File: config.mk
export PLATFORM = sky130hd
export DESIGN_NAME = ptt_timer
export DESIGN_NICKNAME = d
export VERILOG_FILES = /design/src/logic/ptt_pkg.sv /design/src/logic/ptt_prescaler.sv /design/src/logic/ptt_timer.sv
export VERILOG_INCLUDE_DIRS = /design/src /design/src/logic
export SDC_FILE = /design/constraint.sdc
export NUM_CORES = 1
export LEC_CHECK = 0
export ABC_AREA = 1
export BUFFER_PORTS_ARGS = -buffer_cell sky130_fd_sc_hd__buf_4
export CAP_MARGIN = 15
export CORE_ASPECT_RATIO = 0.75
export CORE_UTILIZATION = 41
export DETAILED_ROUTE_END_ITERATION = 16
export PLACE_DENSITY = 0.7
export REMOVE_ABC_BUFFERS = 1
export SETUP_SLACK_MARGIN = 0.1
export SLEW_MARGIN = 30
export SYNTH_ARGS = -nofsm -noshare
export SYNTH_HDL_FRONTEND = slang
export SYNTH_HIERARCHICAL = 1
export SYNTH_SLANG_ARGS = --single-unit
export TNS_END_PERCENT = 5
File: constraint.sdc
create_clock -name clk -period 2.8 [get_ports clk]
set_input_delay 0.14 -clock clk [delete_from_list [all_inputs] [get_ports clk]]
set_output_delay 0.14 -clock clk [all_outputs]
set_load 0.02 [all_outputs]
File: src/logic/ptt_defs.svh
// constants for the periodic tick timer: offsets, fields, reset values
// assumes an 8-bit register port with byte addresses as printed
`ifndef PTT_DEFS_SVH
`define PTT_DEFS_SVH
`define PTT_ADDR_W 16
`define PTT_OFF_STATUS 16'h004B
`define PTT_OFF_CNT_HI 16'h004C
`define PTT_OFF_CNT_LO 16'h004D
`define PTT_OFF_WRAP_HI 16'h004E
`define PTT_OFF_WRAP_LO 16'h004F
`define PTT_BIT_OVF 7
`define PTT_BIT_IE 6
`define PTT_BIT_HALT 5
`define PTT_BIT_CLR 4
`define PTT_PS_HI 2
`define PTT_PS_LO 0
`define PTT_WRAP_RESET 16'hFFFF
`define PTT_CNT_RESET 16'h0000
`define PTT_PS_RESET 3'h0
`define PTT_PS_MAX 3'h6
`define PTT_PRE_W 6
`endif

File: src/logic/ptt_pkg.sv
// types shared by the periodic tick timer files
// assumes ptt_defs.svh for the numeric constants
package ptt_pkg;
  typedef logic [7:0] ptt_byte_t;
  typedef logic [15:0] ptt_word_t;
  typedef logic [2:0] ptt_ps_t;
  // read latch of the low count byte
  typedef enum logic [0:0] {
    PTT_LATCH_OPEN = 1'b0,
    PTT_LATCH_HELD = 1'b1
  } ptt_latch_t;
endpackage

File: src/logic/ptt_prescaler.sv
// prescaler: free 6-bit divider producing one-cycle ticks at clk/2^n
// assumes clk is the internal bus clock; run low freezes the divider
`include "ptt_defs.svh"
`timescale 1ns/1ps
module ptt_prescaler
#(
  parameter int PRE_W = `PTT_PRE_W
)
(
  // clock and reset
  input wire logic clk,
  input wire logic rstn,
  // control
  input wire logic run,
  input wire logic clear,
  input wire ptt_pkg::ptt_ps_t select,
  // tick out
  output logic tick
);
  import ptt_pkg::*;
  typedef struct packed
  {
    logic [PRE_W-1:0] div;
  } ptt_pre_state_t;
  ptt_pre_state_t state;
  ptt_pre_state_t next_state;
  logic [PRE_W:0] mask;
  ptt_ps_t sel_eff;

  // 111 falls back to divide by 64
  always_comb
  begin
    sel_eff = (select > `PTT_PS_MAX) ? `PTT_PS_MAX : select;
    mask = (PRE_W+1)'((1 << sel_eff) - 1);
    tick = run && ((state.div & mask[PRE_W-1:0]) == mask[PRE_W-1:0]);
    next_state = state;
    if (clear)
    begin
      next_state.div = '0;
    end
    else if (run)
    begin
      next_state.div = state.div + 1'b1;
    end
  end

  // divider register
  always_ff @(posedge clk)
  begin
    if (!rstn)
    begin
      state <= '0;
    end
    else
    begin
      state <= next_state;
    end
  end
endmodule

File: src/logic/ptt_timer.sv
// periodic tick timer: 16-bit modulo up-counter with overflow interrupt
// assumes a single bus clock, synchronous reset and a one-cycle strobe bus
// What this block does
// - 16-bit up-counter, free running or wrapping at the modulo value.
// - reading the count never disturbs or pauses counting.
// - prescaler gives seven rates; select field picks the counting rate.
// - overflow flag sets on the tick that takes the count from the modulo value back to zero.
// - enabled flag raises interrupt; enable cleared by reset.
// - counter keeps running in wait; interrupt can wake the processor.
// - registers are not accessible while in wait mode.
// - stop mode freezes the timer, registers keep their values.
// - break holds the counter still.
// - in break, the overflow flag clears or arms only when break clear enable is 1; other status bits stay writable.
// - armed clear survives protected break; second step afterward clears.
// - clear flag by status read with flag set, then write 0.
// - overflow between read and write makes the clearing write ignored.
// - writing 1 to the flag does nothing; reset clears it.
// - halt bit stops counting; reset sets it.
// - clear bit zeroes counter and prescaler, self-clears, reads 0.
// - select 000..110 divide 1..64; 111 also 64; reset clears it.
// - at the modulo value the count restarts from zero next tick.
// - high count read latches low byte until low byte read.
// - modulo high write inhibits flag and interrupt until low written.
//
// Implementation choice: the plain strobed port.
`include "ptt_defs.svh"
`timescale 1ns/1ps
module ptt_timer
(
  // clock and reset
  input wire logic clk,
  input wire logic rstn,
  // register port
  input wire logic [`PTT_ADDR_W-1:0] addr,
  input wire ptt_pkg::ptt_byte_t wdata,
  input wire logic wr,
  input wire logic rd,
  output ptt_pkg::ptt_byte_t rdata,
  // system state
  input wire logic wait_mode,
  input wire logic stop_mode,
  input wire logic break_active,
  input wire logic break_clear_enable,
  // interrupt
  output logic irq
);
  import ptt_pkg::*;

  typedef struct packed
  {
    ptt_word_t count;
    ptt_word_t wrap;
    ptt_byte_t wrap_hi_buf;
    logic wrap_pending;
    ptt_byte_t low_latch;
    ptt_latch_t latch;
    logic overflow_flag;
    logic clear_armed;
    logic overflow_irq_enable;
    logic counter_halt;
    ptt_ps_t prescale_select;
    ptt_byte_t rdata;
    logic irq;
  } ptt_state_t;

  ptt_state_t state;
  ptt_state_t next_state;
  logic tick;
  logic run;
  logic access;
  logic protect;
  logic clear_req;
  logic hit;
  logic ovf_set;

  // bus is dead in wait; stop and break freeze counting
  assign access = !wait_mode;
  assign run = !state.counter_halt && !stop_mode && !break_active;
  assign protect = break_active && !break_clear_enable;
  assign clear_req = access && wr && (addr == `PTT_OFF_STATUS) && wdata[`PTT_BIT_CLR];

  ptt_prescaler #(.PRE_W(`PTT_PRE_W)) u_pre
  (
    .clk(clk),
    .rstn(rstn),
    .run(run),
    .clear(clear_req),
    .select(state.prescale_select),
    .tick(tick)
  );

  // the modulo compare; wrap of all ones gives free running
  assign hit = tick && !clear_req && (state.count == state.wrap);
  assign ovf_set = hit && !state.wrap_pending;

  // next state
  always_comb
  begin
    next_state = state;
    next_state.rdata = 8'h00;
    // counting; reads are not looked at here so they never disturb it
    if (clear_req)
    begin
      next_state.count = `PTT_CNT_RESET;
    end
    else if (tick)
    begin
      next_state.count = hit ? `PTT_CNT_RESET : state.count + 16'h0001;
    end
    // reads
    if (access && rd)
    begin
      case (addr)
        `PTT_OFF_STATUS:
        begin
          next_state.rdata = {state.overflow_flag, state.overflow_irq_enable, state.counter_halt,
                              2'b00, state.prescale_select};
          if (state.overflow_flag && !protect)
          begin
            next_state.clear_armed = 1'b1;
          end
        end
        `PTT_OFF_CNT_HI:
        begin
          next_state.rdata = state.count[15:8];
          if (state.latch == PTT_LATCH_OPEN)
          begin
            next_state.low_latch = state.count[7:0];
            next_state.latch = PTT_LATCH_HELD;
          end
        end
        `PTT_OFF_CNT_LO:
        begin
          next_state.rdata = (state.latch == PTT_LATCH_HELD) ? state.low_latch : state.count[7:0];
          next_state.latch = PTT_LATCH_OPEN;
        end
        `PTT_OFF_WRAP_HI:
        begin
          next_state.rdata = state.wrap[15:8];
        end
        `PTT_OFF_WRAP_LO:
        begin
          next_state.rdata = state.wrap[7:0];
        end
        default:
        begin
          next_state.rdata = 8'h00;
        end
      endcase
    end
    // writes
    if (access && wr)
    begin
      case (addr)
        `PTT_OFF_STATUS:
        begin
          next_state.overflow_irq_enable = wdata[`PTT_BIT_IE];
          next_state.counter_halt = wdata[`PTT_BIT_HALT];
          next_state.prescale_select = wdata[`PTT_PS_HI:`PTT_PS_LO];
          // writing 1 to the flag is ignored; 0 clears only if armed
          if (!wdata[`PTT_BIT_OVF] && state.clear_armed && !protect)
          begin
            next_state.overflow_flag = 1'b0;
            next_state.clear_armed = 1'b0;
          end
        end
        `PTT_OFF_WRAP_HI:
        begin
          next_state.wrap_hi_buf = wdata;
          next_state.wrap_pending = 1'b1;
        end
        `PTT_OFF_WRAP_LO:
        begin
          next_state.wrap = {state.wrap_pending ? state.wrap_hi_buf : state.wrap[15:8], wdata};
          next_state.wrap_pending = 1'b0;
        end
        default:
        begin
          next_state.wrap_pending = state.wrap_pending;
        end
      endcase
    end
    // a new overflow wins over the clear and disarms it
    if (ovf_set)
    begin
      next_state.overflow_flag = 1'b1;
      next_state.clear_armed = 1'b0;
    end
    next_state.irq = next_state.overflow_flag && next_state.overflow_irq_enable
                     && !next_state.wrap_pending;
  end

  // all state in one register
  always_ff @(posedge clk)
  begin
    if (!rstn)
    begin
      state <= '0;
      state.wrap <= `PTT_WRAP_RESET;
      state.counter_halt <= 1'b1;
      state.prescale_select <= `PTT_PS_RESET;
      state.latch <= PTT_LATCH_OPEN;
    end
    else
    begin
      state <= next_state;
    end
  end

  assign rdata = state.rdata;
  assign irq = state.irq;

  // halted counter moves only when cleared
  a_halt_holds: assert property (@(posedge clk) disable iff (!rstn)
    $past(state.counter_halt) && !$past(clear_req) |-> $stable(state.count))
    else $error("counter moved while halted");
  // break freezes count
  a_break_holds: assert property (@(posedge clk) disable iff (!rstn)
    $past(break_active) && !$past(clear_req) |-> $stable(state.count))
    else $error("counter moved in break");
  // stop freezes count
  a_stop_holds: assert property (@(posedge clk) disable iff (!rstn)
    $past(stop_mode) && !$past(clear_req) |-> $stable(state.count))
    else $error("counter moved in stop");
  // clear zeroes the counter next cycle
  a_clear_zero: assert property (@(posedge clk) disable iff (!rstn)
    clear_req |=> state.count == 16'h0000)
    else $error("counter clear failed");
  // overflow with no modulo write pending sets flag
  a_ovf_sets: assert property (@(posedge clk) disable iff (!rstn)
    ovf_set |=> state.overflow_flag)
    else $error("overflow flag not set");
  // wrap restart
  a_wrap_zero: assert property (@(posedge clk) disable iff (!rstn)
    hit |=> state.count == 16'h0000)
    else $error("count did not restart");
  // irq follows flag and enable
  a_irq_and: assert property (@(posedge clk) disable iff (!rstn)
    irq |-> state.overflow_flag && state.overflow_irq_enable)
    else $error("irq without enabled flag");
  // flag cannot drop without an armed clearing write
  a_flag_kept: assert property (@(posedge clk) disable iff (!rstn)
    $fell(state.overflow_flag) |-> $past(wr) && $past(state.clear_armed) && !$past(protect))
    else $error("flag cleared without sequence");
  // registers untouched in wait
  a_wait_locked: assert property (@(posedge clk) disable iff (!rstn)
    wait_mode && wr |=> $stable(state.wrap) && $stable(state.counter_halt) && $stable(state.overflow_irq_enable))
    else $error("write taken in wait");
  // clear bit reads as zero
  a_clr_reads0: assert property (@(posedge clk) disable iff (!rstn)
    $past(rd) && $past(addr) == `PTT_OFF_STATUS |-> !rdata[`PTT_BIT_CLR])
    else $error("clear bit read as one");

  // disabled interrupt never requests
  a_irq_needs_ie: assert property (@(posedge clk) disable iff (!rstn)
    !state.overflow_irq_enable |-> !irq)
    else $error("irq while disabled");

  // half-written modulo keeps the request quiet
  a_pending_no_irq: assert property (@(posedge clk) disable iff (!rstn)
    state.wrap_pending |-> !irq)
    else $error("irq while modulo pending");

  // flag only rises from a compare hit outside a pending modulo write
  a_flag_rise_src: assert property (@(posedge clk) disable iff (!rstn)
    $rose(state.overflow_flag) |-> $past(hit) && !$past(state.wrap_pending))
    else $error("flag rose without hit");

  // writing one to the flag leaves it set
  a_one_write_kept: assert property (@(posedge clk) disable iff (!rstn)
    access && wr && (addr == `PTT_OFF_STATUS) && wdata[`PTT_BIT_OVF] && state.overflow_flag
    |=> state.overflow_flag)
    else $error("flag dropped by a one write");

  // a fresh overflow disarms a half-done clear, so no request is lost
  a_ovf_disarms: assert property (@(posedge clk) disable iff (!rstn)
    ovf_set |=> state.overflow_flag && !state.clear_armed)
    else $error("overflow left clear armed");

  // protected break never drops the flag
  a_protect_keeps: assert property (@(posedge clk) disable iff (!rstn)
    protect && state.overflow_flag |=> state.overflow_flag)
    else $error("flag cleared in protected break");

  // protected break never arms a clear
  a_protect_no_arm: assert property (@(posedge clk) disable iff (!rstn)
    protect && !state.clear_armed |=> !state.clear_armed)
    else $error("clear armed in protected break");

  // arming from before the break survives it; counter is frozen so no overflow can disarm
  a_arm_survives: assert property (@(posedge clk) disable iff (!rstn)
    protect && state.clear_armed |=> state.clear_armed)
    else $error("arming lost in protected break");

  // one step per tick below the modulo value
  a_count_steps: assert property (@(posedge clk) disable iff (!rstn)
    tick && !clear_req && !hit |=> state.count == $past(state.count) + 16'h0001)
    else $error("count did not step");

  // no tick, no movement; reads of the count are not a cause
  a_count_idle: assert property (@(posedge clk) disable iff (!rstn)
    !tick && !clear_req |=> $stable(state.count))
    else $error("count moved without tick");

  // refused reads in wait answer zero
  a_wait_reads_zero: assert property (@(posedge clk) disable iff (!rstn)
    $past(rd) && $past(wait_mode) |-> rdata == 8'h00)
    else $error("read answered in wait");

  // read data stand only in the cycle after the strobe
  a_rdata_idle: assert property (@(posedge clk) disable iff (!rstn)
    !$past(rd) |-> rdata == 8'h00)
    else $error("read data without read");

  // held low byte is not recaptured by further high reads
  a_latch_holds: assert property (@(posedge clk) disable iff (!rstn)
    (state.latch == PTT_LATCH_HELD) && !(access && rd && (addr == `PTT_OFF_CNT_LO))
    |=> $stable(state.low_latch))
    else $error("latched low byte changed");

  // high read with open latch captures the low byte
  a_latch_takes: assert property (@(posedge clk) disable iff (!rstn)
    access && rd && (addr == `PTT_OFF_CNT_HI) && (state.latch == PTT_LATCH_OPEN)
    |=> state.low_latch == $past(state.count[7:0]))
    else $error("low byte not captured");

  // low read releases the latch
  a_latch_frees: assert property (@(posedge clk) disable iff (!rstn)
    access && rd && (addr == `PTT_OFF_CNT_LO) |=> state.latch == PTT_LATCH_OPEN)
    else $error("latch not released");

  // low write loads the modulo and ends the inhibit
  a_wrap_loads: assert property (@(posedge clk) disable iff (!rstn)
    access && wr && (addr == `PTT_OFF_WRAP_LO) |=> !state.wrap_pending && state.wrap[7:0] == $past(wdata))
    else $error("modulo low write not loaded");

  // high write is only buffered, so the compare never sees a torn value
  a_wrap_buffers: assert property (@(posedge clk) disable iff (!rstn)
    access && wr && (addr == `PTT_OFF_WRAP_HI) |=> state.wrap_pending && $stable(state.wrap))
    else $error("modulo high write not buffered");

  // status write sets the enable
  a_ie_written: assert property (@(posedge clk) disable iff (!rstn)
    access && wr && (addr == `PTT_OFF_STATUS) |=> state.overflow_irq_enable == $past(wdata[`PTT_BIT_IE]))
    else $error("enable not written");

  // status write sets the halt bit
  a_halt_written: assert property (@(posedge clk) disable iff (!rstn)
    access && wr && (addr == `PTT_OFF_STATUS) |=> state.counter_halt == $past(wdata[`PTT_BIT_HALT]))
    else $error("halt not written");

  // status write sets the prescale select
  a_select_written: assert property (@(posedge clk) disable iff (!rstn)
    access && wr && (addr == `PTT_OFF_STATUS)
    |=> state.prescale_select == $past(wdata[`PTT_PS_HI:`PTT_PS_LO]))
    else $error("select not written");
endmodule

==> impl_metrics.ini, run 1 <==
[final_layout]
final_cell_mix = 115 x nand2_1, 99 x nor2_1, 72 x dfxtp_1, 58 x inv_1, 47 x nand4_1
final_common_cell = nand2_1
area_growth_pct = 14.7
final_net_count = 650
diodes = 0
drive_gt1_frac = 0.144

[drt]
vias_per_cell = 5.36
dr.pass1.iters = 5
first_iter_violations = 260
routed_wl_um = 11500
vias = 4006
ant_nets = 0
drcViolationCount = 0
wire_per_inst_um = 15.4

[clock_tree]
hold_buffers = 0
insertion_delay_ns = 0.34
cts.clk_slew.worst_paths_ns = 0.06
cts_tree = done
cts-root-buf = clkbuf_16
postCtsSetupRepairBufs = 0
clock_path_buffers = 2
cts_made_buffers = 9
h-tree-depth = 3
ctsResizeCount = 0
cts.sinks = 72

[setup_path]
crit_required_ns = 3.03
cp.arrival_ns = 2.61
start_kind = flop
worstPathMaxFanout = 7
worstSetupEndpointType = flop
path_class = reg -> reg

[power_and_ir_drop]
p_sw_mw = 0.493
p_int_mw = 1.74
switching_share = 0.221
p_clk_frac = 0.492
worst_ir_drop_vdd_mv = 0.342
powerDensity_nw_per_um2 = 486
p_leak_nw = 1.91
p_total_mw = 2.23
p_seq_frac = 0.459
combPwrFrac = 0.049

[grt]
grt_max_degree = 30
antenna_found_initial = 0
grt_pass1_vias = 3583
track_usage = 0.235
grt_pass1_wl_um = 17900
grt_overflow = 0

[timing]
fin_crit_sh = 0.853
finalHoldViolCount = 0
finalCriticalPeriod_ns = 2.39
skew_ns = 0.00674
fmax_mhz = 419
max_slew_margin = 0.550
worst_slew_pin_slew_ns = 0.674
setup_tns_ns = 0
finalSetupViolCount = 0
worst_slack_ns = 0.413
slew_viol_final = 0
rsz0062_at_grt = no

[yosys]
synth.distinct_cells = 36
ys.flop_type = dfxtp_1
synth.avg_cell_area_sq_um = 6.79
ys_seq_area_frac = 0.360
syn_inst = 589
synth_area_sq_um = 4000
async_flop_share = 0
synth_edf_count = 0
yosysWarnings = 6
ys_ff_latch = 72

[die]
die_h_um = 87.6
dieArea_sq_um = 10200
fp-row-count = 30
io_pins = 41
start_util = 0.432
core_sq_um = 9270
die_w_um = 116

[run]
cap_violations = 0

[placement]
hpwl_um = 8790
dp_slack_ns = 0.424
gp_congestion = 0.958
portBuffers = 40

[min_path]
min_path_type = in -> reg

[outcome]
status = complete, no violations
==> cell type report <==
cell class	instances	area (sq um)
Clock buffer	10	229
Timing Repair Buffer	46	345
Multi-Input combinational cell	424	2130
Tap cell	128	160
Inverter	63	239
Sequential cell	72	1440
Clock inverter	4	47.5
Fill cell	946	4680
==> power by group through the flow <==
stage	sequential [mW]	clock [mW]	combinational [mW]
after detailed placement	1.05	0	0.108
after global routing	1.02	1.15	0.118
after floorplan	1.05	0	0.0427
final	1.02	1.10	0.110
after global placement	1.05	0	0.107
after CTS	1.02	1.11	0.108
==> state kept, by name, summed over array words and instances, names as in the netlist <==
register,count
rdata,8
irq,1
u_pre/state,6
state,57
==> cells by family after synthesis <==
group / after synthesis / share of synthesized area
compound gates: 72 / 0.0966
flops: 72 / 0.360
fa+ha+maj: 2 / 0.00625
xor+xnor: 17 / 0.0372
buf+inv: 93 / 0.108
simple gates: 333 / 0.392
==> per-stage QoR <==
stage               area (sq um)   util  instances  hold slack, ns
floorplan                   3810      -        559           0.224
global placement            4310  0.465        732           0.380
detailed placement          4310  0.465        732           0.400
CTS                         4580  0.494        746          0.0505
global route                4590  0.495        747          0.0695
finish                      4590  0.495        747          0.0540
==> layer usage <==
metal / routed length (um) / vias to the layer above / share of wire / track usage
met3: 1020 / 18 / 0.089 / 0.0893
met5: 0 / - / 0 / 0
met2: 4740 / 163 / 0.41 / 0.341
li1: - / 1978 / - / -
met4: 164 / 0 / 0.014 / 0.0618
met1: 5550 / 1847 / 0.48 / 0.327
==> critical path: stages (launching register included) <==
cell     delay (ns)
dfxtp_1        0.31
nor3_1         0.19
buf_4          0.18
nand2_2        0.06
inv_1          0.07
nand2_1        0.07
nand2_1        0.07
nand2_1        0.04
a21oi_1        0.24
inv_1          0.20
nor2_2         0.19
nand4_1        0.21
nor3_1         0.22
xor2_1         0.16
nor2_1         0.05
==> worst paths after layout <==
path | depth (start not counted) | to | slack, ns | start
max reg2reg | 14 | state[63]$_SDFFE_PP0P_ | 0.41 | state[12]$_SDFFE_PN1N_
max | 14 | state[63]$_SDFFE_PP0P_ | 0.41 | state[12]$_SDFFE_PN1N_
min reg2reg | 2 | state[46]$_SDFFE_PN1P_ | 0.46 | state[30]$_SDFFE_PN0P_
min | 3 | state[32]$_SDFFE_PN0P_ | 0.05 | wdata[6]
==> synth_stat cells (8+ instances only) <==
| master | instances | area, sq um |
|---|---|---|
| nor3_1 | 8 | 40.0 |
| inv_1 | 58 | 218 |
| o21ai_0 | 39 | 195 |
| a21oi_1 | 26 | 130 |
| nor2_1 | 99 | 372 |
| xnor2_1 | 8 | 70.1 |
| dfxtp_1 | 72 | 1440 |
| nand4_1 | 47 | 294 |
| nand3_1 | 40 | 200 |
| nand2_1 | 115 | 432 |
| xor2_1 | 9 | 78.8 |
| buf_4 | 11 | 82.6 |
(Power assumes the default switching activity.)
==> run 2: changes to the inputs <==
--- a/config.mk
+++ b/config.mk
@@ -8,11 +8,12 @@
 export LEC_CHECK = 0
 export ABC_AREA = 1
 export BUFFER_PORTS_ARGS = -buffer_cell sky130_fd_sc_hd__buf_4
-export CAP_MARGIN = 15
+export CAP_MARGIN = 25
 export CORE_ASPECT_RATIO = 0.75
 export CORE_UTILIZATION = 41
 export DETAILED_ROUTE_END_ITERATION = 16
 export PLACE_DENSITY = 0.7
+export RECOVER_POWER = 100
 export REMOVE_ABC_BUFFERS = 1
 export SETUP_SLACK_MARGIN = 0.1
 export SLEW_MARGIN = 30
==> run 2 against run 1 <==
Compared with the run above: sequential share of layout area rose by 0.65 points; non-clock buffer count did not move; die area stayed put; clock power is essentially flat; largest power group unchanged; global-route usage did not move; sequential power about the same; register-to-register slack barely moved; critical path depth decreased by 4; worst hold slack better by 0.0056 ns; largest cell class unchanged; via count unchanged.
==> impl_metrics.ini, run 2 (synthesis gave the netlist of run 1 again) <==
[timing]
worst_slack_ns = 0.282
setup_tns_ns = 0
max_slew_margin = 0.289
finalCriticalPeriod_ns = 2.52
skew_ns = 0.00732
worst_slew_pin_slew_ns = 1.06
fmax_mhz = 397
slew_viol_final = 0
finalSetupViolCount = 0
rsz0062_at_grt = no
fin_crit_sh = 0.899
finalHoldViolCount = 0

[grt]
antenna_found_initial = 0
grt_pass1_wl_um = 17900
grt_pass1_vias = 3583
grt_max_degree = 30
track_usage = 0.235
grt_overflow = 0

[setup_path]
path_cells = buf_4 > nor2_1 > nand2_1 > nor2_1 > nand2_1 > clkinvlp_2 > nand3_4 > nor2_4 > a21oi_1 > o21ai_0
worstPathMaxFanout = 16
cp.arrival_ns = 2.78
crit_buf_inv = 2
crit_required_ns = 3.06
critPathSlowestCell = nor2_1
start_kind = primary input
worstSetupEndpointType = flop
path_class = in -> reg
cp_slowest_stage_delay_ns = 0.83
path_delay_family = simple AND/OR/NAND/NOR gates
rrSetupSlack_ns = 0.41

[drt]
routed_wl_um = 11500
ant_nets = 0
wire_per_inst_um = 15.4
dr.pass1.iters = 5
drcViolationCount = 0
vias = 4006
first_iter_violations = 242
vias_per_cell = 5.36

[clock_tree]
cts_made_buffers = 9
cts_tree = done
cts.clk_slew.worst_paths_ns = 0.05
insertion_delay_ns = 0.34
cts-root-buf = clkbuf_16
clock_path_buffers = 2
cts.sinks = 72
h-tree-depth = 3
ctsResizeCount = 0

[final_layout]
largest_register_ffs = 57
drive_gt1_frac = 0.111
final_common_cell = nand2_1
area_growth_pct = 12.4
final_net_count = 650
top_register = state
final_cell_mix = 116 x nand2_1, 102 x nor2_1, 72 x dfxtp_1, 58 x inv_1, 48 x nand4_1
diodes = 0
fin_util = 0.485

[die]
io_pins = 41
dieArea_sq_um = 10200
fp-row-count = 30
start_util = 0.432
die_w_um = 116
core_sq_um = 9270
die_h_um = 87.6

[power_and_ir_drop]
powerDensity_nw_per_um2 = 495
worst_ir_drop_vdd_mv = 0.342
p_leak_nw = 1.85

[placement]
dp_slack_ns = 0.424
gp_congestion = 0.958
hpwl_um = 8790
portBuffers = 40

[min_path]
min_path_type = in -> reg

[outcome]
status = complete, no violations

[run]
cap_violations = 0
## run 2: cell types whose count changed in the layout (fill, tap and decap cells not counted), sizes merged
cell,change
buf,-15
clkinvlp,+1
clkbuf,+15
clkinv,-1
## run 2: power by group
| group | switching [mW] | internal [mW] |
|---|---|---|
| Clock | 0.417 | 0.676 |
| Combinational | 0.0704 | 0.0379 |
| Sequential | 0.00000278 | 1.02 |
| Total | 0.488 | 1.74 |
## run 2: layout make-up
cell class | instances | area, sq um
multi-input cells | 424 | 2080
inverters | 63 | 239
well taps | 128 | 160
flip-flops and latches | 72 | 1440
clock inverters | 4 | 47.5
repair buffers | 46 | 304
fillers | 970 | 4770
clock buffers | 10 | 229
## run 2: worst reg2reg max path, delay by kind of cell, from the launching register on
kind | cells | cell delay (ns)
simple gates | 9 | 0.97
buf+inv | 3 | 0.65
flops | 1 | 0.31
compound gates | 1 | 0.23
xor+xnor | 1 | 0.16
## run 2: stage by stage
step | hold slack [ns] | instances | area (sq um) | power [mW]
finish | 0.0596 | 747 | 4500 | 2.23
global route | 0.0695 | 747 | 4500 | 2.29
CTS | 0.0505 | 746 | 4580 | 2.25
detailed placement | 0.400 | 732 | 4310 | 1.16
global placement | 0.380 | 732 | 4310 | 1.15
floorplan | 0.224 | 559 | 3810 | 1.09
## run 2: worst paths after layout
kind / start / to / depth (start not counted)
worst min-delay path: wdata[6] / state[32]$_SDFFE_PN0P_ / 3
worst min register to register: state[30]$_SDFFE_PN0P_ / state[46]$_SDFFE_PN1P_ / 2
worst max-delay path: addr[9] / state[48]$_SDFFE_PN1P_ / 10
worst max register to register: state[12]$_SDFFE_PN1N_ / state[65]$_SDFFE_PP0P_ / 14
## run 2: what timing repair did
action                     4_1_cts  5_1_grt
setup endpoints to repair        0        1
hold buffers                     0        0
setup buffers                    0        1
## run 2: layer usage
layer  up-vias  global-route usage  wire length, um  share of wire
li1       1980                   -                -              -
met1      1833               0.327             5410           0.47
met5         -                   0                0              0
met2       176               0.341             4710           0.41
met3        17              0.0893             1230           0.11
met4         0              0.0618              161          0.014
==> run 3: changes to the inputs <==
--- a/config.mk
+++ b/config.mk
@@ -9,7 +9,7 @@
 export ABC_AREA = 1
 export BUFFER_PORTS_ARGS = -buffer_cell sky130_fd_sc_hd__buf_4
 export CAP_MARGIN = 25
-export CORE_ASPECT_RATIO = 0.75
+export CORE_ASPECT_RATIO = 0.8
 export CORE_UTILIZATION = 41
 export DETAILED_ROUTE_END_ITERATION = 16
 export PLACE_DENSITY = 0.7
==> run 3 against run 2 <==
Compared with the run above: core utilization increased by 0.22 points; non-clock buffer count decreased by 1; worst setup slack better by 0.074 ns; die area about the same; combinational power is essentially flat; maximum frequency grew 3.0%; first-iteration DRC count increased by 36%; worst hold slack worse by 0.021 ns; power rose by 6.6%; clock-buffer cell count shrank 1; critical path type is now reg -> reg; largest cell class unchanged; largest power group unchanged.
==> impl_metrics.ini, run 3 (synthesis gave the netlist of run 1 again) <==
[outcome]
status = complete, no violations

[grt]
track_usage = 0.234
grt_max_degree = 30
antenna_found_initial = 0
grt_pass1_wl_um = 18400
grt_overflow = 0
grt_pass1_vias = 3598

[final_layout]
final_cell_mix = 117 x nand2_1, 101 x nor2_1, 72 x dfxtp_1, 58 x inv_1, 48 x nand4_1
diodes = 0
final_cell_count_no_fill = 735
n_fill_cell = 966
top_register = state
final_common_cell = nand2_1
area_growth_pct = 12.9
largest_register_ffs = 57
drive_gt1_frac = 0.118
final_net_count = 649

[setup_path]
worstSetupEndpointType = flop
crit_buf_inv = 3
reg2reg_from = state[12]$_SDFFE_PN1N_
cp-startpoint = state[12]$_SDFFE_PN1N_
path_cells = nor3_1 > buf_4 > nand2_1 > inv_1 > nand2_1 > nand2_1 > nand2_1 > a21oi_1 > inv_1 > nor2_2 > nand4_1 > nor3_2 > xor2_1 > nor2_1
start_kind = flop
crit_required_ns = 3.02
path_delay_family = simple AND/OR/NAND/NOR gates
path_class = reg -> reg
cp.arrival_ns = 2.67
cpMostUsedCell = nand2_1
cp_slowest_stage_delay_ns = 0.31
critPathSlowestCell = dfxtp_1
worstPathMaxFanout = 7

[power_and_ir_drop]
worst_ir_drop_vdd_mv = 0.374
p_leak_nw = 1.84
powerDensity_nw_per_um2 = 525

[clock_tree]
cts.sinks = 72
clock_path_buffers = 2
hold_buffers = 0
cts_tree = done
insertion_delay_ns = 0.34
h-tree-depth = 3
cts-root-buf = clkbuf_16
cts_made_buffers = 9
postCtsSetupRepairBufs = 0
cts.clk_slew.worst_paths_ns = 0.06

[drt]
ant_nets = 0
vias_per_cell = 5.39
wire_per_inst_um = 15.4
drcViolationCount = 0
routed_wl_um = 11300
first_iter_violations = 330
dr.pass1.iters = 5
vias = 3962

[min_path]
min_path_type = in -> reg
hold_path_startpoint = wdata[3]

[die]
io_pins = 41
dieArea_sq_um = 10200
start_util = 0.432
core_sq_um = 9270
die_w_um = 112
fp-row-count = 31
die_h_um = 90.4

[placement]
hpwl_um = 8670
dp_cells = 719
gp_congestion = 0.938
portBuffers = 40

[timing]
max_slew_margin = 0.235
slew_viol_final = 0
finalHoldViolCount = 0
worst_slew_pin_slew_ns = 1.14
finalCriticalPeriod_ns = 2.44
skew_ns = 0.00685
finalSetupViolCount = 0
fmax_mhz = 409
setup_tns_ns = 0
rsz0062_at_grt = no
fin_crit_sh = 0.873

[run]
cap_violations = 0
run 3: worst reg2reg max path, cell delays in order, from the launching register on:
cell	delay (ns)
dfxtp_1	0.31
nor3_1	0.18
buf_4	0.17
nand2_1	0.08
inv_1	0.09
nand2_1	0.08
nand2_1	0.06
nand2_1	0.05
a21oi_1	0.27
inv_1	0.20
nor2_2	0.19
nand4_1	0.23
nor3_2	0.20
xor2_1	0.18
nor2_1	0.05
run 3: repair_timing:
| action | 4_1_cts | 5_1_grt |
|---|---|---|
| resized for setup | 0 | 1 |
| endpoints found under the hold margin | 0 | 0 |
| setup endpoints to repair | 0 | 1 |
run 3: power breakdown:
group | leakage [nW] | switching [mW] | internal (mW)
Sequential | 0.580 | 0.00000281 | 1.02
Clock | 0.148 | 0.463 | 0.779
Combinational | 1.12 | 0.0692 | 0.0377
run 3: final timing paths:
| check | endpoint | cells after the start | slack [ns] |
|---|---|---|---|
| max | state[63]$_SDFFE_PP0P_ | 14 | 0.36 |
| min | state[29]$_SDFFE_PN0P_ | 3 | 0.04 |
| max reg2reg | state[63]$_SDFFE_PP0P_ | 14 | 0.36 |
| min reg2reg | state[42]$_SDFFE_PN1P_ | 2 | 0.46 |
run 3: through the flow:
| step | hold WS, ns | area (sq um) | setup WS (ns) | power [mW] | utilization |
|---|---|---|---|---|---|
| floorplan | 0.224 | 3810 | 0.319 | 1.09 | - |
| global placement | 0.379 | 4290 | 0.503 | 1.15 | 0.463 |
| detailed placement | 0.388 | 4290 | 0.396 | 1.16 | 0.463 |
| CTS | 0.0282 | 4610 | 0.377 | 2.39 | 0.498 |
| global route | 0.0512 | 4520 | 0.103 | 2.44 | 0.487 |
| finish | 0.0388 | 4520 | 0.356 | 2.37 | 0.487 |
run 3: final cells by class:
cell class	count	area [sq um]	area share
multi-input cells	424	2080	0.460
flip-flops and latches	72	1440	0.319
repair buffers	45	293	0.0648
inverters	63	239	0.0529
clock buffers	9	225	0.0498
well taps	115	144	0.0318
clock inverters	7	96.3	0.0213
run 3: per-layer routing:
layer,part of all wire,wire length (um),GRT usage,vias up
met5,0,0,0,-
met4,0.016,182,0.0756,0
met3,0.088,994,0.0805,15
met2,0.41,4630,0.334,143
met1,0.49,5500,0.327,1829
li1,-,-,-,1975
